[config.mk]
export PLATFORM = sky130hd
export DESIGN_NAME = rfd_feedback_config
export DESIGN_NICKNAME = d
export VERILOG_FILES = /design/src/include/rfd_pkg.sv /design/src/design/rfd_feedback_config.sv
export VERILOG_INCLUDE_DIRS = /design/src /design/src/include
export SDC_FILE = /design/constraint.sdc
export NUM_CORES = 1
export LEC_CHECK = 0
export BUFFER_PORTS_ARGS = -buffer_cell sky130_fd_sc_hd__buf_2
export CAP_MARGIN = 20
export CORE_MARGIN = 4
export CORE_UTILIZATION = 55
export DETAILED_ROUTE_END_ITERATION = 8
export PLACE_DENSITY = 0.76
export SLEW_MARGIN = 10
export SYNTH_ARGS = -nofsm -noshare
export SYNTH_HDL_FRONTEND = slang
export SYNTH_SLANG_ARGS = --single-unit
[constraint.sdc]
create_clock -name core_clk -period 2.35 [get_ports core_clk]
set_input_delay 0.235 -clock core_clk [delete_from_list [all_inputs] [get_ports core_clk]]
set_output_delay 0.235 -clock core_clk [all_outputs]
set_load 0.02 [all_outputs]
[src/include/rfd_cfg.svh]
// Constants for the RF feedback divider configuration block
`ifndef RFD_CFG_SVH
`define RFD_CFG_SVH

////////////////////////////////////////////////////////////////////////////////
// Serial word layout
`define RFD_WORD_W          24
`define RFD_ADDR_MSB        2
`define RFD_ADDR_FEEDBACK   3'h1
`define RFD_ADDR_TIMEOUT    3'h2

////////////////////////////////////////////////////////////////////////////////
// Feedback word fields
`define RFD_PD_BIT          23
`define RFD_PSEL_BIT        22
`define RFD_B_MSB           21
`define RFD_B_LSB_NARROW    7
`define RFD_B_LSB_WIDE      8
`define RFD_A_LSB           3
`define RFD_A_MSB_NARROW    6
`define RFD_A_MSB_WIDE      7
`define RFD_B_MIN           15'h0003

////////////////////////////////////////////////////////////////////////////////
// Timeout word fields
`define RFD_TOC_MSB         14
`define RFD_TOC_LSB         3

////////////////////////////////////////////////////////////////////////////////
// Prescaler low moduli: narrow variant 8 or 16, wide variant 16 or 32
`define RFD_PRE_NARROW_LO   6'h08
`define RFD_PRE_NARROW_HI   6'h10
`define RFD_PRE_WIDE_LO     6'h10
`define RFD_PRE_WIDE_HI     6'h20

////////////////////////////////////////////////////////////////////////////////
// Reset values
`define RFD_RST_B           15'h0003
`define RFD_RST_A           5'h00
`define RFD_RST_TOC         12'h000

`endif

[src/include/rfd_pkg.sv]
// Types shared by the RF feedback divider configuration block
package rfd_pkg;

    // Decoded feedback word
    typedef struct packed {
        logic        power_down;
        logic        ratio_select;
        logic [14:0] binary_count;
        logic [4:0]  swallow_count;
    } rfd_feedback_t;

    // Destination of a latched serial word
    typedef enum logic [2:0] {
        RFD_DEST_NONE     = 3'b001,
        RFD_DEST_FEEDBACK = 3'b010,
        RFD_DEST_TIMEOUT  = 3'b100
    } rfd_dest_t;

endpackage : rfd_pkg

[src/design/rfd_feedback_config.sv]
// RF feedback divider configuration: serial word decode, pulse-swallow divider, timeout latch, power down
//
// Contract
// - Wide variant: swallow count is word bits 7:3, values 0 to 31.
// - Narrow variant: swallow count is word bits 6:3, values 0 to 15.
// - Narrow variant: binary count is word bits 21:7, values 3 to 32767, host never writes below 3.
// - Wide variant: binary count is word bits 21:8, values 3 to 16383, host never writes below 3.
// - Narrow variant: bit 22 picks prescaler 8/9 when 0 and 16/17 when 1.
// - Wide variant: bit 22 picks prescaler 16/17 when 0 and 32/33 when 1.
// - Bit 23 of the feedback word powers the RF loop down when 1 and keeps it active when 0.
// - Power down combines with the charge pump tri-state bit to choose synchronous or asynchronous power down.
// - Timeout word carries a 12-bit count at bits 14:3, upper data bits written as zero.
// - The divider uses swallow count, binary count and selected prescaler to form the feedback division.
// - A new timeout value is held and applied only at the next phase detector comparison event.
`timescale 1ns/10ps

`include "rfd_cfg.svh"

module rfd_feedback_config #(
    parameter bit WIDE_SWALLOW = 1'b0
) (
    // Clock and reset
    input  wire logic        core_clk,
    input  wire logic        reset,
    // Three-wire serial programming pins
    input  wire logic        ser_clk,
    input  wire logic        ser_data,
    input  wire logic        ser_latch,
    // Loop events and reference word bit
    input  wire logic        prescaler_pulse,
    input  wire logic        pfd_event,
    input  wire logic        charge_pump_high_impedance,
    // Divider controls
    output logic             modulus_high,
    output logic             feedback_pulse,
    output logic             prescaler_ratio_select,
    output logic [5:0]       prescaler_low_modulus,
    output logic [14:0]      binary_count,
    output logic [4:0]       swallow_count,
    // Power and timeout state
    output logic             rf_loop_power_down,
    output logic             rf_loop_powered_down,
    output logic [11:0]      fastlock_timeout_count,
    output logic             timeout_pending
);

    ////////////////////////////////////////////////////////////////////////////
    // Decode helpers

    // Route a word by its address bits
    function automatic rfd_pkg::rfd_dest_t route_word(input logic [`RFD_WORD_W-1:0] w);
        unique case (w[`RFD_ADDR_MSB:0])
            `RFD_ADDR_FEEDBACK: route_word = rfd_pkg::RFD_DEST_FEEDBACK;
            `RFD_ADDR_TIMEOUT:  route_word = rfd_pkg::RFD_DEST_TIMEOUT;
            default:            route_word = rfd_pkg::RFD_DEST_NONE;
        endcase
    endfunction : route_word

    // Split a feedback word by variant
    function automatic rfd_pkg::rfd_feedback_t split_feedback(input logic [`RFD_WORD_W-1:0] w);
        rfd_pkg::rfd_feedback_t f;
        f.power_down   = w[`RFD_PD_BIT];
        f.ratio_select = w[`RFD_PSEL_BIT];
        if (WIDE_SWALLOW) begin
            f.binary_count  = {1'b0, w[`RFD_B_MSB:`RFD_B_LSB_WIDE]};
            f.swallow_count = w[`RFD_A_MSB_WIDE:`RFD_A_LSB];
        end else begin
            f.binary_count  = w[`RFD_B_MSB:`RFD_B_LSB_NARROW];
            f.swallow_count = {1'b0, w[`RFD_A_MSB_NARROW:`RFD_A_LSB]};
        end
        split_feedback = f;
    endfunction : split_feedback

    ////////////////////////////////////////////////////////////////////////////
    // Serial pin synchronisers and shift register

    logic [2:0]             pin_meta_reg;
    logic [2:0]             pin_sync_reg;
    logic [1:0]             pin_prev_reg;
    logic [`RFD_WORD_W-1:0] shift_reg;
    logic [`RFD_WORD_W-1:0] shift_next;
    logic                   clk_rise;
    logic                   latch_rise;

    // Two flip-flops on every pin before use
    always_ff @(posedge core_clk) begin
        if (reset) begin
            pin_meta_reg <= 3'h0;
            pin_sync_reg <= 3'h0;
            pin_prev_reg <= 2'h0;
            shift_reg    <= '0;
        end else begin
            pin_meta_reg <= {ser_latch, ser_clk, ser_data};
            pin_sync_reg <= pin_meta_reg;
            pin_prev_reg <= pin_sync_reg[2:1];
            shift_reg    <= shift_next;
        end
    end

    // Shift in most significant bit first on each rising serial clock
    always_comb begin
        clk_rise   = pin_sync_reg[1] & ~pin_prev_reg[0];
        latch_rise = pin_sync_reg[2] & ~pin_prev_reg[1];
        shift_next = shift_reg;
        if (clk_rise) begin
            shift_next = {shift_reg[`RFD_WORD_W-2:0], pin_sync_reg[0]};
        end
    end

    ////////////////////////////////////////////////////////////////////////////
    // Programmed words, timeout latch and power down

    rfd_pkg::rfd_feedback_t fb_reg;
    rfd_pkg::rfd_feedback_t fb_next;
    logic [11:0]            toc_hold_reg;
    logic [11:0]            toc_hold_next;
    logic [11:0]            toc_reg;
    logic [11:0]            toc_next;
    logic                   pend_reg;
    logic                   pend_next;
    logic                   down_reg;
    logic                   down_next;
    rfd_pkg::rfd_dest_t     dest;

    always_ff @(posedge core_clk) begin
        if (reset) begin
            fb_reg       <= '{power_down: 1'b0, ratio_select: 1'b0,
                              binary_count: `RFD_RST_B, swallow_count: `RFD_RST_A};
            toc_hold_reg <= `RFD_RST_TOC;
            toc_reg      <= `RFD_RST_TOC;
            pend_reg     <= 1'b0;
            down_reg     <= 1'b0;
        end else begin
            fb_reg       <= fb_next;
            toc_hold_reg <= toc_hold_next;
            toc_reg      <= toc_next;
            pend_reg     <= pend_next;
            down_reg     <= down_next;
        end
    end

    // Word routing, deferred timeout and power-down mode
    always_comb begin
        dest          = latch_rise ? route_word(shift_reg) : rfd_pkg::RFD_DEST_NONE;
        fb_next       = fb_reg;
        toc_hold_next = toc_hold_reg;
        toc_next      = toc_reg;
        pend_next     = pend_reg;
        if (dest == rfd_pkg::RFD_DEST_FEEDBACK) begin
            fb_next = split_feedback(shift_reg);
        end
        // Held value moves over on a comparison event
        if (pfd_event && pend_reg) begin
            toc_next  = toc_hold_reg;
            pend_next = 1'b0;
        end
        // A new write wins over the event that clears the flag
        if (dest == rfd_pkg::RFD_DEST_TIMEOUT) begin
            toc_hold_next = shift_reg[`RFD_TOC_MSB:`RFD_TOC_LSB];
            pend_next     = 1'b1;
        end
        // Tri-state set: asynchronous, else wait for a comparison event
        down_next = down_reg;
        if (!fb_reg.power_down) begin
            down_next = 1'b0;
        end else if (charge_pump_high_impedance || pfd_event) begin
            down_next = 1'b1;
        end
    end

    ////////////////////////////////////////////////////////////////////////////
    // Pulse-swallow feedback divider

    logic [14:0] b_cnt_reg;
    logic [14:0] b_cnt_next;
    logic [4:0]  a_cnt_reg;
    logic [4:0]  a_cnt_next;
    logic        fbp_reg;
    logic        fbp_next;
    logic        hold_div;

    always_ff @(posedge core_clk) begin
        if (reset) begin
            b_cnt_reg <= `RFD_RST_B;
            a_cnt_reg <= `RFD_RST_A;
            fbp_reg   <= 1'b0;
        end else begin
            b_cnt_reg <= b_cnt_next;
            a_cnt_reg <= a_cnt_next;
            fbp_reg   <= fbp_next;
        end
    end

    // Prescaler runs high modulus for A pulses, low for B minus A, B pulses a cycle
    always_comb begin
        hold_div   = down_reg;
        b_cnt_next = b_cnt_reg;
        a_cnt_next = a_cnt_reg;
        fbp_next   = 1'b0;
        if (hold_div) begin
            b_cnt_next = fb_reg.binary_count;
            a_cnt_next = fb_reg.swallow_count;
        end else if (prescaler_pulse) begin
            if (b_cnt_reg <= 15'h0001) begin
                b_cnt_next = fb_reg.binary_count;
                a_cnt_next = fb_reg.swallow_count;
                fbp_next   = 1'b1;
            end else begin
                b_cnt_next = b_cnt_reg - 15'h0001;
                if (a_cnt_reg != 5'h00) begin
                    a_cnt_next = a_cnt_reg - 5'h01;
                end
            end
        end
    end

    ////////////////////////////////////////////////////////////////////////////
    // Outputs

    assign modulus_high           = ~down_reg && (a_cnt_reg != 5'h00);
    assign feedback_pulse         = fbp_reg;
    assign prescaler_ratio_select = fb_reg.ratio_select;
    assign prescaler_low_modulus  = WIDE_SWALLOW ?
        (fb_reg.ratio_select ? `RFD_PRE_WIDE_HI : `RFD_PRE_WIDE_LO) :
        (fb_reg.ratio_select ? `RFD_PRE_NARROW_HI : `RFD_PRE_NARROW_LO);
    assign binary_count           = fb_reg.binary_count;
    assign swallow_count          = fb_reg.swallow_count;
    assign rf_loop_power_down     = fb_reg.power_down;
    assign rf_loop_powered_down   = down_reg;
    assign fastlock_timeout_count = toc_reg;
    assign timeout_pending        = pend_reg;

endmodule : rfd_feedback_config

==> impl_metrics.csv <==
group,metric,value,unit
route,viasPerCell,5.553,
power_and_ir_drop,power.leakage,0.001863,uW
setup_path,critPathSlowestCell,"or3_2",
floorplanning,design.die.area,0.008892,mm^2
setup_path,crit_arrival,2.43,ns
placed_design,gp_congestion,0.8709,
logic_synthesis,synth_ff_type,"dfxtp_1",
logic_synthesis,ys_warn_count,0,
logic_synthesis,yosys_register_bits,100,
final_layout,nFillCells,636,
final_layout,seq_area,0.002003,mm^2
setup_path,crit_type,"reg -> reg",
grt,grt_max_degree,52,
grt,grt_pass1_vias,3256,
hold_path,hold_depth,2,
sta,drv_slew,0,
clocking,cts_max_level,3,
setup_path,critical_path.startpoint_type,"flop",
final_layout,layoutNonFillerInstCount,637,
sta,worstMarginPinSlew,0.5984,ns
floorplanning,row_count,31,
placed_design,port_buffers,46,
floorplanning,core,0.007253,mm^2
sta,period_minus_slack,2.185,ns
final_layout,final_net_count,545,
grt,grt_usage,0.2194,
clocking,cts-root-buf,"clkbuf_8",
logic_synthesis,synth-edff-count,0,
final_layout,drive_gt1_frac,0.1747,
route,remaining_drc_errors,0,
floorplanning,die_h,94.30,um
clocking,path_clk_slew,0.10,ns
logic_synthesis,seq_area_frac_synth,0.4887,
floorplanning,chipWidth,94.30,um
setup_path,crit_path_max_fanout,11,
sta,fmax,0.4578,GHz
logic_synthesis,synth_top_cell_by_area,"dfxtp_1",
logic_synthesis,synthesis.area,0.004096,mm^2
route,route.vias.total,3537,
route,wl_per_cell,14.56,um
sta,rsz0062_at_grt,"no",
clocking,clock_latency,0.35,ns
power_and_ir_drop,max-vdd-ir-drop,0.0003411,V
setup_path,slowest_delay,0.46,ns
logic_synthesis,yosysUniqueCellTypes,57,
route,drtIter0Drc,171,
placed_design,hpwl,6487,um
route,ant_nets,0,
placed_design,dp.cells,620,
clocking,cts_hold_buf,0,
logic_synthesis,syn_avg_cell_area,8.343,um^2
final_layout,area_growth,13.23,%
sta,finalClockSkew,0.009015,ns
sta,finalSetupViolCount,0,
sta,relSlewSlack,0.5996,
final_layout,multi_input_area,0.001898,mm^2
clocking,cts_tree,"built",
logic_synthesis,yosysTopAreaCellShare,0.4887,
logic_synthesis,synth_area_leaders,"dfxtp_1 49%, nand2_1 11%, a21oi_1 7.9%",
run,maxCapViolCount,0,
floorplanning,initial_core_util,0.5648,
final_layout,largest_reg_flops,24,
sta,fin_tns_setup,0,ns
grt,antenna_found_initial,0,
grt,grt-ovfl-total,0,
logic_synthesis,synthArstFlopShare,0,
logic_synthesis,syn_inst,491,
run_status,outcome,"completed",
setup_path,reg2regPathDepth,7,
setup_path,cp_cell_sequence,"inv_1 -> ha_1 -> o21bai_1 -> and4_2 -> a31o_4 -> or3_2 -> a31o_2",
sta,finalHoldViolCount,0,
grt,grt_pass1_wl,15620,um
final_layout,antenna_cells,0,
setup_path,cp.required,2.60,ns
clocking,clk_path_buf_depth,2,
route,wl,9272,um
hold_path,hp-class,"in -> reg",
setup_path,end_kind,"flop",
floorplanning,io_pins,52,
clocking,clock-sinks,100,
power_and_ir_drop,power_density,760.7,mW/mm^2
sta,final.period_utilization,0.9296,
route,drt-pass1-iter-count,4,
clocking,cts_buffers,9,
-- path summary, 6_finish.rpt --
path / start / endpoint / slack, ns
max: b_cnt_reg[1] / b_cnt_reg[0] / 0.17
min: ser_clk / pin_meta_reg[1] / 0.09
max reg2reg: b_cnt_reg[1] / b_cnt_reg[0] / 0.17
min reg2reg: pin_sync_reg[0] / shift_reg[0] / 0.45
-- critical path, delay by kind of cell, from the launching register on --
kind / cells / cell delay (ns)
DFF: 1 / 0.37
buffers and inverters: 1 / 0.07
and+or+nand+nor: 2 / 0.77
AOI/OAI and AO/OA: 3 / 0.70
adders and majority gates: 1 / 0.17
-- metal layers --
| metal | up-vias | wire [um] | GRT usage |
|---|---|---|---|
| li1 | 1762 | - | - |
| met1 | 1680 | 4138 | 0.2883 |
| met2 | 87 | 4617 | 0.3599 |
| met3 | 8 | 431 | 0.03766 |
| met4 | 0 | 84 | 0.08544 |
| met5 | - | 0 | 0 |
-- synth_stat cells, types with 2 or more instances --
cell	number
nor2_1	20
o31ai_1	3
a21oi_1	65
or2_2	3
a31oi_1	2
buf_1	4
and3_1	3
nand2_1	123
buf_6	2
nand4_1	4
nor2b_1	10
nor3b_1	2
o32ai_1	3
clkbuf_1	22
o21ai_0	2
o211ai_1	2
mux2i_1	16
buf_4	6
or3_1	5
inv_1	10
buf_2	2
nand2b_1	6
ha_1	4
and2_1	2
nor3_1	11
nand3_1	16
a2111oi_0	2
o22ai_1	2
or4_1	5
a22oi_1	3
nand3b_1	4
o311ai_0	3
dfxtp_1	100
-- timing repair --
item,4_1_cts,5_1_grt
hold endpoints to repair,0,0
gates resized for setup,0,2
setup buffers,0,1
setup endpoints to repair,0,2
-- area by class of cell --
cell class | count | area share
tap | 99 | 0.02671
clock buffer | 9 | 0.02671
inverter | 10 | 0.008093
multi-input combinational | 349 | 0.4092
clock inverter | 7 | 0.02023
timing repair buffer | 63 | 0.07715
sequential | 100 | 0.4319
-- cell families (layout without fill, tap and decap cells) --
group,Yosys count,count (layout),synth area share
AO/OA/AOI/OAI,99,99,0.1497
XOR/XNOR,1,1,0.002138
adder cells (fa/ha/maj),4,4,0.01222
buffers and inverters,46,89,0.05192
flip-flops,100,100,0.4887
multiplexers,17,17,0.04184
other,1,5,0.0009154
AND/OR/NAND/NOR,223,223,0.2526
-- power breakdown --
part	switching [uW]	internal, uW
clock	634	522
sequential	45.1	1750
combinational	336	243
-- layout by cell type (no fill, tap or decap), drive strengths merged, types with 3 or more instances in the layout --
cell    count
a21oi      65
a22oi       3
a31oi       3
and3        4
buf        63
clkbuf      9
conb        5
dfxtp     100
ha          4
inv        13
mux2i      16
nand2     123
nand2b      6
nand3      16
nand3b      4
nand4       4
nor2       21
nor2b      10
nor3       12
o311ai      3
o31ai       3
o32ai       3
or2         3
or3         6
or4         5
-- through the flow --
step	setup WS [ns]	power (uW)	hold slack (ns)	util	cell area [um^2]
finish	0.1654	3528	0.08618	0.6395	4638
floorplan	0.2916	2254	0.3632	-	4111
global route	0.04560	3710	0.07245	0.6395	4638
detailed placement	0.08110	2400	0.4297	0.6081	4410
global placement	0.1582	2369	0.4158	0.6081	4410
CTS	0.08833	3549	0.06644	0.6381	4628
Power figures use the tool's default switching activity.
